--- config.mk ---
export PLATFORM = sky130hd
export DESIGN_NAME = wsc_top
export DESIGN_NICKNAME = d
export VERILOG_FILES = /design/src/core/wsc_top.v /design/src/core/wsc_src_gate.v /design/src/core/wsc_irq_pad.v
export VERILOG_INCLUDE_DIRS = /design/src /design/src/core
export SDC_FILE = /design/constraint.sdc
export NUM_CORES = 1
export LEC_CHECK = 0
export BUFFER_PORTS_ARGS = -buffer_cell sky130_fd_sc_hd__buf_2
export CAP_MARGIN = 10
export CELL_PAD_IN_SITES_DETAIL_PLACEMENT = 0
export CELL_PAD_IN_SITES_GLOBAL_PLACEMENT = 1
export CORE_ASPECT_RATIO = 0.9
export CORE_UTILIZATION = 33
export CTS_BUF_LIST = sky130_fd_sc_hd__clkbuf_8
export DETAILED_ROUTE_END_ITERATION = 10
export GPL_ROUTABILITY_DRIVEN = 0
export MAX_ROUTING_LAYER = met4
export PLACE_DENSITY_LB_ADDON = 0.1
export REMOVE_ABC_BUFFERS = 1
export SYNTH_ARGS = -nofsm -noshare
export SYNTH_HDL_FRONTEND = slang
export SYNTH_SLANG_ARGS = --single-unit
--- constraint.sdc ---
create_clock -name clk -period 1.25 [get_ports clk]
set_clock_uncertainty 0.15 [all_clocks]
set_input_delay 0.25 -clock clk [delete_from_list [all_inputs] [get_ports clk]]
set_output_delay 0.25 -clock clk [all_outputs]
set_load 0.02 [all_outputs]
--- src/core/wsc_defs.vh ---
`ifndef WSC_DEFS_VH
`define WSC_DEFS_VH

// ****************************************************************
// Register map
// ****************************************************************
`define WSC_ADDR_W              8
`define WSC_DATA_W              8
`define WSC_CFG_OFFSET          8'h2c
`define WSC_CFG_RESET           8'h00
`define WSC_CFG_WRITE_MASK      8'hfb
`define WSC_READ_UNMAPPED       8'h00

// ****************************************************************
// Field positions of wake_and_pin_config
// ****************************************************************
`define WSC_BIT_FIFO_GATE       7
`define WSC_BIT_WAKE_TRANSIENT  6
`define WSC_BIT_WAKE_ORIENT     5
`define WSC_BIT_WAKE_PULSE      4
`define WSC_BIT_WAKE_FALL       3
`define WSC_BIT_IRQ_LEVEL       1
`define WSC_BIT_IRQ_DRIVE       0

// ****************************************************************
// System modes and wake source count
// ****************************************************************
`define WSC_MODE_WAKE           1'b0
`define WSC_MODE_SLEEP          1'b1
`define WSC_NUM_SOURCES         4

`endif

--- src/core/wsc_top.v ---
`include "wsc_defs.vh"
`default_nettype none

// Contract
// - With the FIFO gate clear, every WAKE/SLEEP mode change flushes the sample FIFO.
// - With the FIFO gate set, a mode change keeps the FIFO and new samples are dropped until the host empties it.
// - With the gate set, a sample arriving after a mode change while the FIFO is still not empty raises the gate error.
// - The gate error stays high while the FIFO stays un-emptied and drops once the host empties it.
// - The transient function can wake the system only when its wake control is 1; otherwise it is bypassed in SLEEP.
// - The orientation function can wake the system only when its wake control is 1; otherwise it is bypassed in SLEEP.
// - The pulse function can wake the system only when its wake control is 1; otherwise it is bypassed in SLEEP.
// - The fall or motion function can wake the system only when its wake control is 1; otherwise it is bypassed in SLEEP.
// - The level select makes both interrupt pins active low at 0 and active high at 1.
// - The drive select makes both interrupt pins push-pull at 0 and open-drain at 1.
module wsc_top (
    // Every flop of the block stands still while ce is low.
    input  wire                     clk,
    input  wire                     rst_n,
    input  wire                     ce,

    // The register port moves one byte per strobe.
    input  wire [`WSC_ADDR_W-1:0]   reg_addr,
    input  wire [`WSC_DATA_W-1:0]   reg_wdata,
    input  wire                     reg_we,
    input  wire                     reg_re,
    output reg  [`WSC_DATA_W-1:0]   reg_rdata,

    // The mode logic talks to the four detection functions here.
    input  wire                     sleep_request,
    input  wire                     transient_irq,
    input  wire                     orientation_irq,
    input  wire                     pulse_irq,
    input  wire                     fall_motion_irq,
    output wire                     transient_run,
    output wire                     orientation_run,
    output wire                     pulse_run,
    output wire                     fall_motion_run,

    // The FIFO itself lives outside; only its controls pass here.
    input  wire                     sample_tick,
    input  wire                     fifo_empty,
    output reg                      fifo_flush,
    output wire                     fifo_sample_write,
    output reg                      fifo_gate_hold,
    output reg                      buffer_hold_error,
    output reg                      system_mode_status,
    output reg                      wake_event,

    // Each pad turns an internal request into a pin level.
    input  wire                     irq_pin_one_req,
    input  wire                     irq_pin_two_req,
    output wire                     irq_pin_one_out,
    output wire                     irq_pin_one_oe,
    output wire                     irq_pin_two_out,
    output wire                     irq_pin_two_oe
);

    // ************************************************************
    // Configuration register
    // ************************************************************
    reg  [`WSC_DATA_W-1:0] wake_and_pin_config;
    reg  [`WSC_DATA_W-1:0] read_value;
    wire                   cfg_hit;
    wire                   cfg_write;
    wire                   cfg_read;

    assign cfg_hit   = (reg_addr == `WSC_CFG_OFFSET);
    assign cfg_write = ce & reg_we & cfg_hit;
    assign cfg_read  = ce & reg_re;

    // Bit 2 is reserved: it is never stored and reads as zero.
    always @(posedge clk or negedge rst_n) begin
        if (!rst_n) begin
            wake_and_pin_config <= `WSC_CFG_RESET;
        end else if (cfg_write) begin
            wake_and_pin_config <= reg_wdata & `WSC_CFG_WRITE_MASK;
        end
    end

    // Offsets other than this register read as zero, so a host
    // scanning the map sees no ghost values.
    always @* begin
        if (cfg_hit) begin
            read_value = wake_and_pin_config;
        end else begin
            read_value = `WSC_READ_UNMAPPED;
        end
    end

    // The data register only moves on a read and holds between reads.
    always @(posedge clk or negedge rst_n) begin
        if (!rst_n) begin
            reg_rdata <= `WSC_READ_UNMAPPED;
        end else if (cfg_read) begin
            reg_rdata <= read_value;
        end
    end

    // Field views of the register, one wire per control.
    wire fifo_gate_on;
    wire irq_level_select;
    wire irq_drive_select;
    wire transient_wakes_system;
    wire orientation_wakes_system;
    wire pulse_wakes_system;
    wire fall_or_motion_wakes_system;

    assign fifo_gate_on     = wake_and_pin_config[`WSC_BIT_FIFO_GATE];
    assign irq_level_select = wake_and_pin_config[`WSC_BIT_IRQ_LEVEL];
    assign irq_drive_select = wake_and_pin_config[`WSC_BIT_IRQ_DRIVE];
    assign transient_wakes_system =
        wake_and_pin_config[`WSC_BIT_WAKE_TRANSIENT];
    assign orientation_wakes_system =
        wake_and_pin_config[`WSC_BIT_WAKE_ORIENT];
    assign pulse_wakes_system =
        wake_and_pin_config[`WSC_BIT_WAKE_PULSE];
    assign fall_or_motion_wakes_system =
        wake_and_pin_config[`WSC_BIT_WAKE_FALL];

    // ************************************************************
    // Wake source gating
    // ************************************************************
    wire [`WSC_NUM_SOURCES-1:0] src_allowed;
    wire [`WSC_NUM_SOURCES-1:0] src_irq;
    wire [`WSC_NUM_SOURCES-1:0] src_run;
    wire [`WSC_NUM_SOURCES-1:0] src_hit;
    wire                        asleep;

    // Source bits follow the register, highest wake control first.
    localparam SRC_TRANSIENT   = 3;
    localparam SRC_ORIENTATION = 2;
    localparam SRC_PULSE       = 1;
    localparam SRC_FALL_MOTION = 0;

    assign asleep = (system_mode_status == `WSC_MODE_SLEEP);

    assign src_allowed = {transient_wakes_system,
                          orientation_wakes_system,
                          pulse_wakes_system,
                          fall_or_motion_wakes_system};
    assign src_irq[SRC_TRANSIENT]   = transient_irq;
    assign src_irq[SRC_ORIENTATION] = orientation_irq;
    assign src_irq[SRC_PULSE]       = pulse_irq;
    assign src_irq[SRC_FALL_MOTION] = fall_motion_irq;

    // One gate module per function keeps the four paths alike.
    genvar gi;
    generate
        for (gi = 0; gi < `WSC_NUM_SOURCES; gi = gi + 1) begin : g_src
            wsc_src_gate u_gate (
                .clk          (clk),
                .rst_n        (rst_n),
                .ce           (ce),
                .wake_allowed (src_allowed[gi]),
                .asleep       (asleep),
                .func_irq     (src_irq[gi]),
                .func_run     (src_run[gi]),
                .wake_hit     (src_hit[gi])
            );
        end
    endgenerate

    assign transient_run   = src_run[SRC_TRANSIENT];
    assign orientation_run = src_run[SRC_ORIENTATION];
    assign pulse_run       = src_run[SRC_PULSE];
    assign fall_motion_run = src_run[SRC_FALL_MOTION];

    // ************************************************************
    // System mode
    // ************************************************************
    localparam ST_WAKE  = 1'b0;
    localparam ST_SLEEP = 1'b1;

    reg  next_mode;
    reg  next_wake_event;
    wire mode_change;
    wire any_hit;

    assign any_hit = |src_hit;

    // A wake hit is only ever produced by an allowed source in SLEEP.
    // The hit is registered, so the mode moves two edges after the
    // interrupt; a one-cycle interrupt pulse still wakes the system.
    // A sleep request while already asleep is ignored, not queued.
    always @* begin
        next_mode       = system_mode_status;
        next_wake_event = 1'b0;
        case (system_mode_status)
            ST_WAKE: begin
                if (sleep_request) begin
                    next_mode = ST_SLEEP;
                end
            end
            ST_SLEEP: begin
                if (any_hit) begin
                    next_mode       = ST_WAKE;
                    next_wake_event = 1'b1;
                end
            end
            default: begin
                next_mode = ST_WAKE;
            end
        endcase
    end

    always @(posedge clk or negedge rst_n) begin
        if (!rst_n) begin
            system_mode_status <= ST_WAKE;
            wake_event         <= 1'b0;
        end else if (ce) begin
            system_mode_status <= next_mode;
            wake_event         <= next_wake_event;
        end
    end

    assign mode_change = (next_mode != system_mode_status);

    // ************************************************************
    // FIFO gate and gate error
    // ************************************************************
    // The hold opens as soon as the FIFO is seen empty; a change that
    // finds it already empty therefore blocks nothing.
    reg  next_hold;
    reg  next_error;
    wire hold_arm;
    wire error_set;
    wire flush_due;

    assign hold_arm  = mode_change & fifo_gate_on & ~fifo_empty;
    assign error_set = fifo_gate_hold & sample_tick & ~fifo_empty;
    assign flush_due = mode_change & ~fifo_gate_on;

    always @* begin
        next_hold = fifo_gate_hold;
        if (fifo_empty) begin
            next_hold = 1'b0;
        end
        if (hold_arm) begin
            next_hold = 1'b1;
        end
    end

    // A sample that meets a held, non-empty FIFO wins over the clear.
    always @* begin
        next_error = buffer_hold_error;
        if (fifo_empty) begin
            next_error = 1'b0;
        end
        if (error_set) begin
            next_error = 1'b1;
        end
    end

    always @(posedge clk or negedge rst_n) begin
        if (!rst_n) begin
            fifo_gate_hold    <= 1'b0;
            buffer_hold_error <= 1'b0;
            fifo_flush        <= 1'b0;
        end else if (ce) begin
            fifo_gate_hold    <= next_hold;
            buffer_hold_error <= next_error;
            fifo_flush        <= flush_due;
        end
    end

    // ************************************************************
    // Sample path
    // ************************************************************
    // Samples are dropped while the hold stands. With the gate clear no
    // hold ever forms and the flush pulse alone empties the FIFO.
    assign fifo_sample_write = ce & sample_tick & ~fifo_gate_hold;

    // ************************************************************
    // Interrupt pads
    // ************************************************************
    // Both pins share one level and one drive setting, so every source
    // on a shared open-drain line agrees on the asserted level.
    wsc_irq_pad u_pad_one (
        .clk        (clk),
        .rst_n      (rst_n),
        .ce         (ce),
        .irq_req    (irq_pin_one_req),
        .level_high (irq_level_select),
        .open_drain (irq_drive_select),
        .pad_out    (irq_pin_one_out),
        .pad_oe     (irq_pin_one_oe)
    );

    wsc_irq_pad u_pad_two (
        .clk        (clk),
        .rst_n      (rst_n),
        .ce         (ce),
        .irq_req    (irq_pin_two_req),
        .level_high (irq_level_select),
        .open_drain (irq_drive_select),
        .pad_out    (irq_pin_two_out),
        .pad_oe     (irq_pin_two_oe)
    );

endmodule

`default_nettype wire

--- src/core/wsc_src_gate.v ---
`default_nettype none

// ****************************************************************
// One detection function seen by the wake logic
// ****************************************************************
// In SLEEP a function whose wake control is clear is bypassed: it is
// not clocked forward and its interrupt can never wake the system.
module wsc_src_gate (
    input  wire clk,
    input  wire rst_n,
    input  wire ce,
    input  wire wake_allowed,
    input  wire asleep,
    input  wire func_irq,
    output reg  func_run,
    output reg  wake_hit
);

    always @(posedge clk or negedge rst_n) begin
        if (!rst_n) begin
            func_run <= 1'b1;
            wake_hit <= 1'b0;
        end else if (ce) begin
            func_run <= ~asleep | wake_allowed;
            wake_hit <= asleep & wake_allowed & func_irq;
        end
    end

endmodule

`default_nettype wire

--- src/core/wsc_irq_pad.v ---
`default_nettype none

// ****************************************************************
// Interrupt pad driver
// ****************************************************************
// Open-drain can only pull low, so in that mode the pad is released
// whenever the wanted level is high and an outside pull-up sets it.
module wsc_irq_pad (
    input  wire clk,
    input  wire rst_n,
    input  wire ce,
    input  wire irq_req,
    input  wire level_high,
    input  wire open_drain,
    output reg  pad_out,
    output reg  pad_oe
);

    reg level;

    always @* begin
        level = level_high ? irq_req : ~irq_req;
    end

    // Reset shows a push-pull, active-low, idle pad: driven high.
    always @(posedge clk or negedge rst_n) begin
        if (!rst_n) begin
            pad_out <= 1'b1;
            pad_oe  <= 1'b1;
        end else if (ce) begin
            if (open_drain) begin
                pad_out <= 1'b0;
                pad_oe  <= ~level;
            end else begin
                pad_out <= level;
                pad_oe  <= 1'b1;
            end
        end
    end

endmodule

`default_nettype wire

-- Yosys cells after proc, flatten, opt, wreduce, memory -nomap -nowiden
Index checks and enable logic that the tools add are counted.
- bits in registers: 32
- bits of input ports: 30
- reductions and logical operators: 5
- bitwise logic cells: 30
- equality and inequality tests: 2
- multiplexer cells: 15
- operators with widths (cell ; count):
    AND 1 bit ; 18
    two-way mux 1 bit ; 13
    == test 8 x 6 -> 1 bit (second input constant) ; 1
    two-way mux 8 bit ; 1
    NOT 1 bit ; 8
    bitwise OR 1 bit ; 4
    AND reduction 2 bit ; 2
    nonzero test 2 bit ; 2
    OR reduction 4 bit ; 1
    case mux 1 bit (2 select lines) ; 1
    != test 1 bit ; 1

-- Longest topological paths before layout
Gate-level depths: netlist (run 1).
- word-level depth: 8
- gate-level depth with buffers: 4
- gate-level depth less buffers: 3

-- Hierarchy
From an unflattened synthesis (run 1), not the netlist that was laid out.
- cell total of the unflattened synthesis: 106
- area, all modules: 1312.5 µm²
- modules (own cells, without submodules) (module ; instances ; area each (µm²) ; cells an instance ; sequential area each (µm²)):
    wsc_top ; 1 ; 809.5 ; 58 ; 475.5
    wsc_src_gate ; 4 ; 80.1 ; 8 ; 51.3
    wsc_irq_pad ; 2 ; 91.3 ; 8 ; 52.6

-- Worst setup path after synthesis (run 1)
Ideal clock, no wire load.
- path kind: input port to flip-flop
- start: in reg_addr[4]
- end: reg wake_and_pin_config[0]
- arrival: 1.611 ns
- path buffers: 0
- cell stages on the path: 3
- data required time: 0.975 ns
- path slack: -0.635 ns
- cells stage by stage: or4b_4 -> nor4_4 -> mux2_2
- cells in the longest elaborated chain, start to end: 2
- RTL lines (item ; RTL line ; text):
    start, declared ; wsc_top.v:22 ; input wire [`WSC_ADDR_W-1:0] reg_addr,
    == test 8 x 6 -> 1 bit (no source line) ; - ;
    AND 1 bit ; wsc_top.v:68 ; assign cfg_write = ce & reg_we & cfg_hit;
    end signal, assigned ; wsc_top.v:74 ; wake_and_pin_config <= `WSC_CFG_RESET;
    end signal, assigned ; wsc_top.v:76 ; wake_and_pin_config <= reg_wdata & `WSC_CFG_WRITE_MASK;
    end, declared ; wsc_top.v:61 ; reg [`WSC_DATA_W-1:0] wake_and_pin_config;
Every way passes these cells.
A chain may end at the register's enable or synchronous reset.

-- Final worst setup path (run 1)
- start: in reg_addr[6]
- end: reg reg_rdata[6]
- cells in the longest elaborated chain, start to end: 2
- RTL lines (item ; RTL line ; text):
    == test 8 x 6 -> 1 bit (no source line) ; - ;
    two-way mux 8 bit ; wsc_top.v:83 ; if (cfg_hit) begin
    end signal, assigned ; wsc_top.v:93 ; reg_rdata <= `WSC_READ_UNMAPPED;
    end signal, assigned ; wsc_top.v:95 ; reg_rdata <= read_value;
    end, declared ; wsc_top.v:26 ; output reg [`WSC_DATA_W-1:0] reg_rdata,
Every way passes these cells.

==> impl_metrics.json, run 1 <==
{
  "outcome": "finished, violations left",
  "violations_in_the_final_reports": "negative setup slack",
  "crit_end": "reg_rdata[6]",
  "synth_area_leader_cell": "sky130_fd_sc_hd__dfrtp_1",
  "routed_wirelength_um": 3119,
  "number_of_hold_violations_in_the_final_report": 0,
  "floorplan.initialDensity_pct": 34.67,
  "timing.critical_path.buf_inv": 1,
  "placement.setup.worst_slack_ps": -726.0,
  "yosys.cell_types.count": 29,
  "cp-end-kind": "register",
  "timing.critical_path.cells": "buf_6 -> or4b_4 -> or3_4 -> o31ai_2",
  "grtUsageMet2_pct": 23.95,
  "final_layout_size_suffix_gt1_share_pct": 52.17,
  "data_required_time_at_the_worst_endpoint_ps": 1290,
  "antenna_cell_count": 0,
  "synth_warnings": 0,
  "leakage_nw": 0.9516,
  "unrepaired_setup_endpoints_after_global_routing": "true",
  "rr_startpoint": "g_src[2].u_gate.wake_hit",
  "floorplan.die.width_um": 68.23,
  "groute.usage.overall_pct": 16.55,
  "peakVddDrop_v": 0.0006615,
  "cts_tree": "done",
  "crit_family": "simple AND/OR/NAND/NOR gates",
  "cpMaxStageDelayCell": "sky130_fd_sc_hd__or4b_4",
  "grt_pass1_vias": 947,
  "crit_path_start": "reg_addr[6]",
  "cts.clk_slew.worst_paths_ps": 60,
  "postSynthCellCount": 118,
  "clockRootBuffer": "sky130_fd_sc_hd__clkbuf_8",
  "detail-route-antenna-nets": 0,
  "timing.critical_path.depth": 4,
  "cp_max_fo": 7,
  "grt-ovfl-total": 0,
  "number_of_top_level_pins": 52,
  "yosys.area.top_type_share_pct": 44.19,
  "area_contributors_post_synth": "sky130_fd_sc_hd__dfrtp_1 44%, sky130_fd_sc_hd__dfstp_2 16%, sky130_fd_sc_hd__mux2_2 6.1%",
  "die-area_mm2": 0.004203,
  "grt_antenna_before_repair": 0,
  "detail_route.wl_per_cell_um": 13.56,
  "post_drt_via_cell_ratio": 4.687,
  "syn-cell-area_mm2": 0.001302,
  "ff2ff_path_depth": 4,
  "rows": 21,
  "tritoncts.num_buffers": 5,
  "power-per-cell-area_mw_per_mm2": 1108,
  "cts_num_sinks": 31,
  "setup_viol_count_final": 28,
  "global_route.peak_usage_layer": "met2",
  "area_growth_syn_to_layout_pct": 50.53,
  "worstHoldPathCells": 2,
  "gr-usage-met3_pct": 5.000,
  "r2r_end": "fifo_flush",
  "numPlacedInstances": 217,
  "syn_avg_cell_area_um2": 11.04,
  "period_needed_ps": 1525,
  "cts-htree-levels": 2,
  "dr.first_iter.drc_count": 31,
  "drt-pass1-iter-count": 3,
  "vias": 1078,
  "setup.worst_path.class": "in2reg",
  "grt_start_max_net_pins": 32,
  "final_cells": 230,
  "post-route-worst-setup-slack_ps": -275.0,
  "io_buffers": 49,
  "synth_seq_cells": 31,
  "hpwlAfterDp_um": 2287,
  "worst_skew_pair.late_latency_ps": 280,
  "clock_path_buffers": 2,
  "fmax_ghz": 0.6557,
  "reg2reg_slack_ps": -110,
  "finalCritPeriodShare_pct": 122.0,
  "cp.arrival_ps": 1570,
  "drv_slew": 0,
  "grt_pass1_wl_um": 4609,
  "crit_path_start_kind": "primary input",
  "core_mm2": 0.003757,
  "nets": 213,
  "dieHeight_um": 61.60,
  "crit_path_max_incr_delay_ps": 540,
  "number_of_max_cap_violations": 0,
  "drt_drc_violations_left": 0,
  "min_path_type": "in2reg",
  "global_route.usage.met1_pct": 21.00,
  "synth-seq-area-share_pct": 60.33
}
## timing repair
action / 4_1_cts / 5_1_grt
hold buffers: 1 / 1
resized for setup: 42 / 7
setup endpoints to repair: 29 / 30
setup buffers: 1 / 2
pin swaps: 10 / 3
endpoints found under the hold margin: 31 / 1
## cells by family (layout without fill, tap and decap cells)
family | Yosys count | in the layout | share of synthesized area, %
buffers and inverters | 13 | 79 | 4.035
other | 1 | 1 | 0.2879
and+or+nand+nor | 37 | 37 | 14.12
muxes | 7 | 7 | 6.052
DFF | 31 | 31 | 60.33
AOI/OAI and AO/OA | 27 | 27 | 13.83
xor gates and xnor gates | 2 | 2 | 1.345
## synth_stat cells
| cell | number |
|---|---|
| sky130_fd_sc_hd__or2_2 | 1 |
| sky130_fd_sc_hd__a21o_1 | 2 |
| sky130_fd_sc_hd__o21ai_0 | 7 |
| sky130_fd_sc_hd__or3_1 | 1 |
| sky130_fd_sc_hd__buf_1 | 2 |
| sky130_fd_sc_hd__a31oi_1 | 6 |
| sky130_fd_sc_hd__clkbuf_1 | 3 |
| sky130_fd_sc_hd__a2111oi_0 | 1 |
| sky130_fd_sc_hd__o2bb2ai_1 | 1 |
| sky130_fd_sc_hd__a22o_1 | 2 |
| sky130_fd_sc_hd__nor2_1 | 10 |
| sky130_fd_sc_hd__dfstp_2 | 8 |
| sky130_fd_sc_hd__dfrtp_1 | 23 |
| sky130_fd_sc_hd__nor4_1 | 1 |
| sky130_fd_sc_hd__o31ai_1 | 3 |
| sky130_fd_sc_hd__o22a_1 | 1 |
| sky130_fd_sc_hd__and2_1 | 1 |
| sky130_fd_sc_hd__nand2_1 | 18 |
| sky130_fd_sc_hd__inv_1 | 7 |
| sky130_fd_sc_hd__mux2_2 | 7 |
| sky130_fd_sc_hd__a211oi_1 | 1 |
| sky130_fd_sc_hd__a21oi_1 | 2 |
| sky130_fd_sc_hd__nand4_1 | 3 |
| sky130_fd_sc_hd__or4b_4 | 1 |
| sky130_fd_sc_hd__nor4_4 | 1 |
| sky130_fd_sc_hd__conb_1 | 1 |
| sky130_fd_sc_hd__buf_4 | 1 |
| sky130_fd_sc_hd__a2bb2oi_1 | 1 |
| sky130_fd_sc_hd__xnor2_1 | 2 |
## worst min path at each step
stage	from	to	slack, ps
final	reg_wdata[0]	wake_and_pin_config[0]	60
after global placement	rst_n	reg_rdata[4]	60
after detailed placement	rst_n	reg_rdata[6]	60
after floorplan	rst_n	buffer_hold_error	-200
after CTS	fifo_empty	fifo_gate_hold	6
after global routing	reg_wdata[1]	wake_and_pin_config[1]	50
## flip-flops by register name, summed over array words and instances, names as in the netlist, 4 cells and up
signal / cells
reg_rdata: 7
g_src.u_gate.wake_hit: 4
g_src.u_gate.func_run: 4
wake_and_pin_config: 7
## metal layers
layer / wire length, um / part of all wire, %
met2: 1526 / 49
met5: 0 / 0
met4: 53 / 1.7
met3: 131 / 4.2
met1: 1409 / 45
## report_power, final
part	internal [mW]	switching (mW)
registers	1.06	0.0336
clock network	0.373	0.335
logic	0.178	0.189
total	1.61	0.557
## layout by cell type, fill, tap and decap left out, types with 2 or more instances in the layout
cell,n
sky130_fd_sc_hd__a21o_1,2
sky130_fd_sc_hd__a21oi_1,2
sky130_fd_sc_hd__a22o_1,2
sky130_fd_sc_hd__a31oi_1,6
sky130_fd_sc_hd__buf_2,36
sky130_fd_sc_hd__buf_4,12
sky130_fd_sc_hd__buf_6,13
sky130_fd_sc_hd__clkbuf_8,5
sky130_fd_sc_hd__dfrtp_1,23
sky130_fd_sc_hd__dfstp_2,8
sky130_fd_sc_hd__dlygate4sd3_1,2
sky130_fd_sc_hd__inv_1,9
sky130_fd_sc_hd__mux2_4,7
sky130_fd_sc_hd__nand2_1,18
sky130_fd_sc_hd__nand4_1,3
sky130_fd_sc_hd__nor2_1,9
sky130_fd_sc_hd__o21ai_0,3
sky130_fd_sc_hd__o21ai_1,3
sky130_fd_sc_hd__o31ai_2,3
sky130_fd_sc_hd__xnor2_1,2
## layout make-up
type | instances | area (um^2)
Inverter | 7 | 26.28
Tap cell | 46 | 57.56
Multi-Input combinational cell | 74 | 553.0
Timing Repair Buffer | 64 | 456.7
Fill cell | 357 | 1797
Sequential cell | 31 | 785.8
Clock buffer | 5 | 68.82
Clock inverter | 3 | 12.51
## metrics by stage
step	power [mW]	instance area (um^2)	utilization (%)	hold WS, ps	setup TNS, ps
3_3_place_gp	1.398	1667	44.36	63.19	-9428
6_report	2.172	1961	52.18	55.52	-4415
4_1_cts	2.192	1903	50.65	6.032	-3928
5_1_grt	2.275	1961	52.18	53.87	-5188
2_1_floorplan	1.234	1276	-	-195.6	-7475
3_5_place_dp	1.405	1667	44.36	64.58	-9771
Power figures use the tool's default switching activity.
==> run 2, diff against run 1 <==
RECOVER_POWER = 50   (was unset)
==> impl_metrics.json, run 2 (synthesis gave the netlist of run 1 again) <==
{
  "grt-ovfl-total": 0,
  "final_layout_size_suffix_gt1_share_pct": 52.17,
  "clock_path_buffers": 2,
  "ff_latch_area_um2": 785.8,
  "grtUsageMet2_pct": 23.95,
  "post-route-util_pct": 51.85,
  "detail_route.wl_per_cell_um": 13.56,
  "number_of_hold_violations_in_the_final_report": 0,
  "worst_hold_startpoint": "reg_wdata[0]",
  "routed_wirelength_um": 3119,
  "setup.worst_path.class": "in2reg",
  "hold-path-endpoint": "wake_and_pin_config[0]",
  "nets": 213,
  "post-route-worst-setup-slack_ps": -275.0,
  "total_power_mw": 2.167,
  "global_route.usage.met1_pct": 21.00,
  "die-area_mm2": 0.004203,
  "core_mm2": 0.003757,
  "violations_in_the_final_reports": "negative setup slack",
  "area_growth_syn_to_layout_pct": 49.57,
  "outcome": "finished, violations left",
  "cp-end-kind": "register",
  "power-per-cell-area_mw_per_mm2": 1112,
  "dr.first_iter.drc_count": 30,
  "ff2ff_path_depth": 4,
  "min_path_type": "in2reg",
  "final.fill_count": 358,
  "floorplan.initialDensity_pct": 34.67,
  "dieHeight_um": 61.60,
  "vias": 1078,
  "grt_pass1_wl_um": 4609,
  "crit_path_start_kind": "primary input",
  "grt_pass1_vias": 947,
  "drt-pass1-iter-count": 3,
  "cts.clk_slew.worst_paths_ps": 60,
  "gr-usage-met3_pct": 5.000,
  "cts_tree": "done",
  "number_of_max_cap_violations": 0,
  "worstHoldPathCells": 2,
  "io_buffers": 49,
  "tritoncts.num_buffers": 5,
  "leakage_nw": 0.9468,
  "unrepaired_setup_endpoints_after_global_routing": "true",
  "setup_viol_count_final": 28,
  "post_drt_via_cell_ratio": 4.687,
  "peakVddDrop_v": 0.0006615,
  "rr_startpoint": "g_src[2].u_gate.wake_hit",
  "cp.arrival_ps": 1570,
  "finalCritPeriodShare_pct": 122.0,
  "global_route.peak_usage_layer": "met2",
  "reg2reg_slack_ps": -110,
  "hpwlAfterDp_um": 2287,
  "multi_input_area_um2": 553.0,
  "placement.setup.worst_slack_ps": -726.0,
  "grt_antenna_before_repair": 0,
  "numPlacedInstances": 217,
  "fmax_ghz": 0.6557,
  "drt_drc_violations_left": 0,
  "groute.usage.overall_pct": 16.55,
  "rows": 21,
  "antenna_cell_count": 0,
  "detail-route-antenna-nets": 0,
  "grt_start_max_net_pins": 32,
  "clockRootBuffer": "sky130_fd_sc_hd__clkbuf_8",
  "drv_slew": 0,
  "final_cells": 230,
  "r2r_end": "fifo_flush",
  "layout.cells.most_common": "sky130_fd_sc_hd__buf_2",
  "layout.cells.most_common_list": "36 x sky130_fd_sc_hd__buf_2, 23 x sky130_fd_sc_hd__dfrtp_1, 18 x sky130_fd_sc_hd__nand2_1",
  "period_needed_ps": 1525,
  "largestRegisters": "reg_rdata: 7 flops, wake_and_pin_config: 7 flops",
  "cts_num_sinks": 31,
  "cp_max_fo": 7,
  "worst_skew_pair.late_latency_ps": 280,
  "cts-htree-levels": 2,
  "data_required_time_at_the_worst_endpoint_ps": 1290,
  "floorplan.die.width_um": 68.23,
  "number_of_top_level_pins": 52
}
-- run 2: cell count changes in the layout (fill, tap and decap cells not counted), sizes merged --
cell / change
clkbuf: +1
buf: -1
-- run 2: worst max path at each step --
stage                start                     end  slack [ps]  cells after the start
2_1_floorplan  reg_addr[4]  wake_and_pin_config[0]        -640                      3
3_3_place_gp   reg_addr[4]  wake_and_pin_config[4]        -710                      5
3_5_place_dp   reg_addr[4]  wake_and_pin_config[5]        -730                      5
4_1_cts        reg_addr[6]  wake_and_pin_config[5]        -270                      5
5_1_grt        reg_addr[6]            reg_rdata[5]        -320                      4
6_report       reg_addr[6]            reg_rdata[6]        -270                      4
-- run 2: what timing repair did --
| item | in CTS | in global routing |
|---|---|---|
| gates resized for setup | 42 | 7 |
| endpoints found under the setup margin | 29 | 30 |
| cloned | 0 | 0 |
| hold buffers | 1 | 1 |
| hold endpoints to repair | 31 | 1 |
| buffers inserted | 1 | 2 |
| pin swaps | 10 | 3 |
-- run 2: area by class of cell --
cell class / count / area share (%)
Clock buffer: 5 / 3.532
Inverter: 7 / 1.349
Clock inverter: 3 / 0.6423
Multi-Input combinational cell: 74 / 28.39
Timing Repair Buffer: 64 / 22.80
Tap cell: 46 / 2.954
Sequential cell: 31 / 40.33
-- run 2: through the flow --
| step | hold WS, ps | cell area, um^2 | setup TNS (ps) |
|---|---|---|---|
| 2_1_floorplan | -195.6 | 1276 | -7475 |
| 3_3_place_gp | 63.19 | 1667 | -9428 |
| 3_5_place_dp | 64.58 | 1667 | -9771 |
| 4_1_cts | 6.032 | 1903 | -3928 |
| 5_1_grt | 53.87 | 1948 | -5188 |
| 6_report | 55.52 | 1948 | -4415 |
-- run 2: routing by layer --
layer	share of wire (%)	routed length, um
met1	45	1409
met2	49	1526
met3	4.2	131
met4	1.7	53
met5	0	0
-- run 2: critical path, cell delays in order --
cell	delay [ps]
sky130_fd_sc_hd__buf_6	90
sky130_fd_sc_hd__or4b_4	540
sky130_fd_sc_hd__or3_4	460
sky130_fd_sc_hd__o31ai_2	220
-- run 2: where the power goes --
| group | switching, mW | total (mW) | internal (mW) |
|---|---|---|---|
| Clock | 0.335 | 0.708 | 0.373 |
| Sequential | 0.0336 | 1.10 | 1.06 |
| Combinational | 0.188 | 0.362 | 0.174 |
| Total | 0.556 | 2.17 | 1.61 |
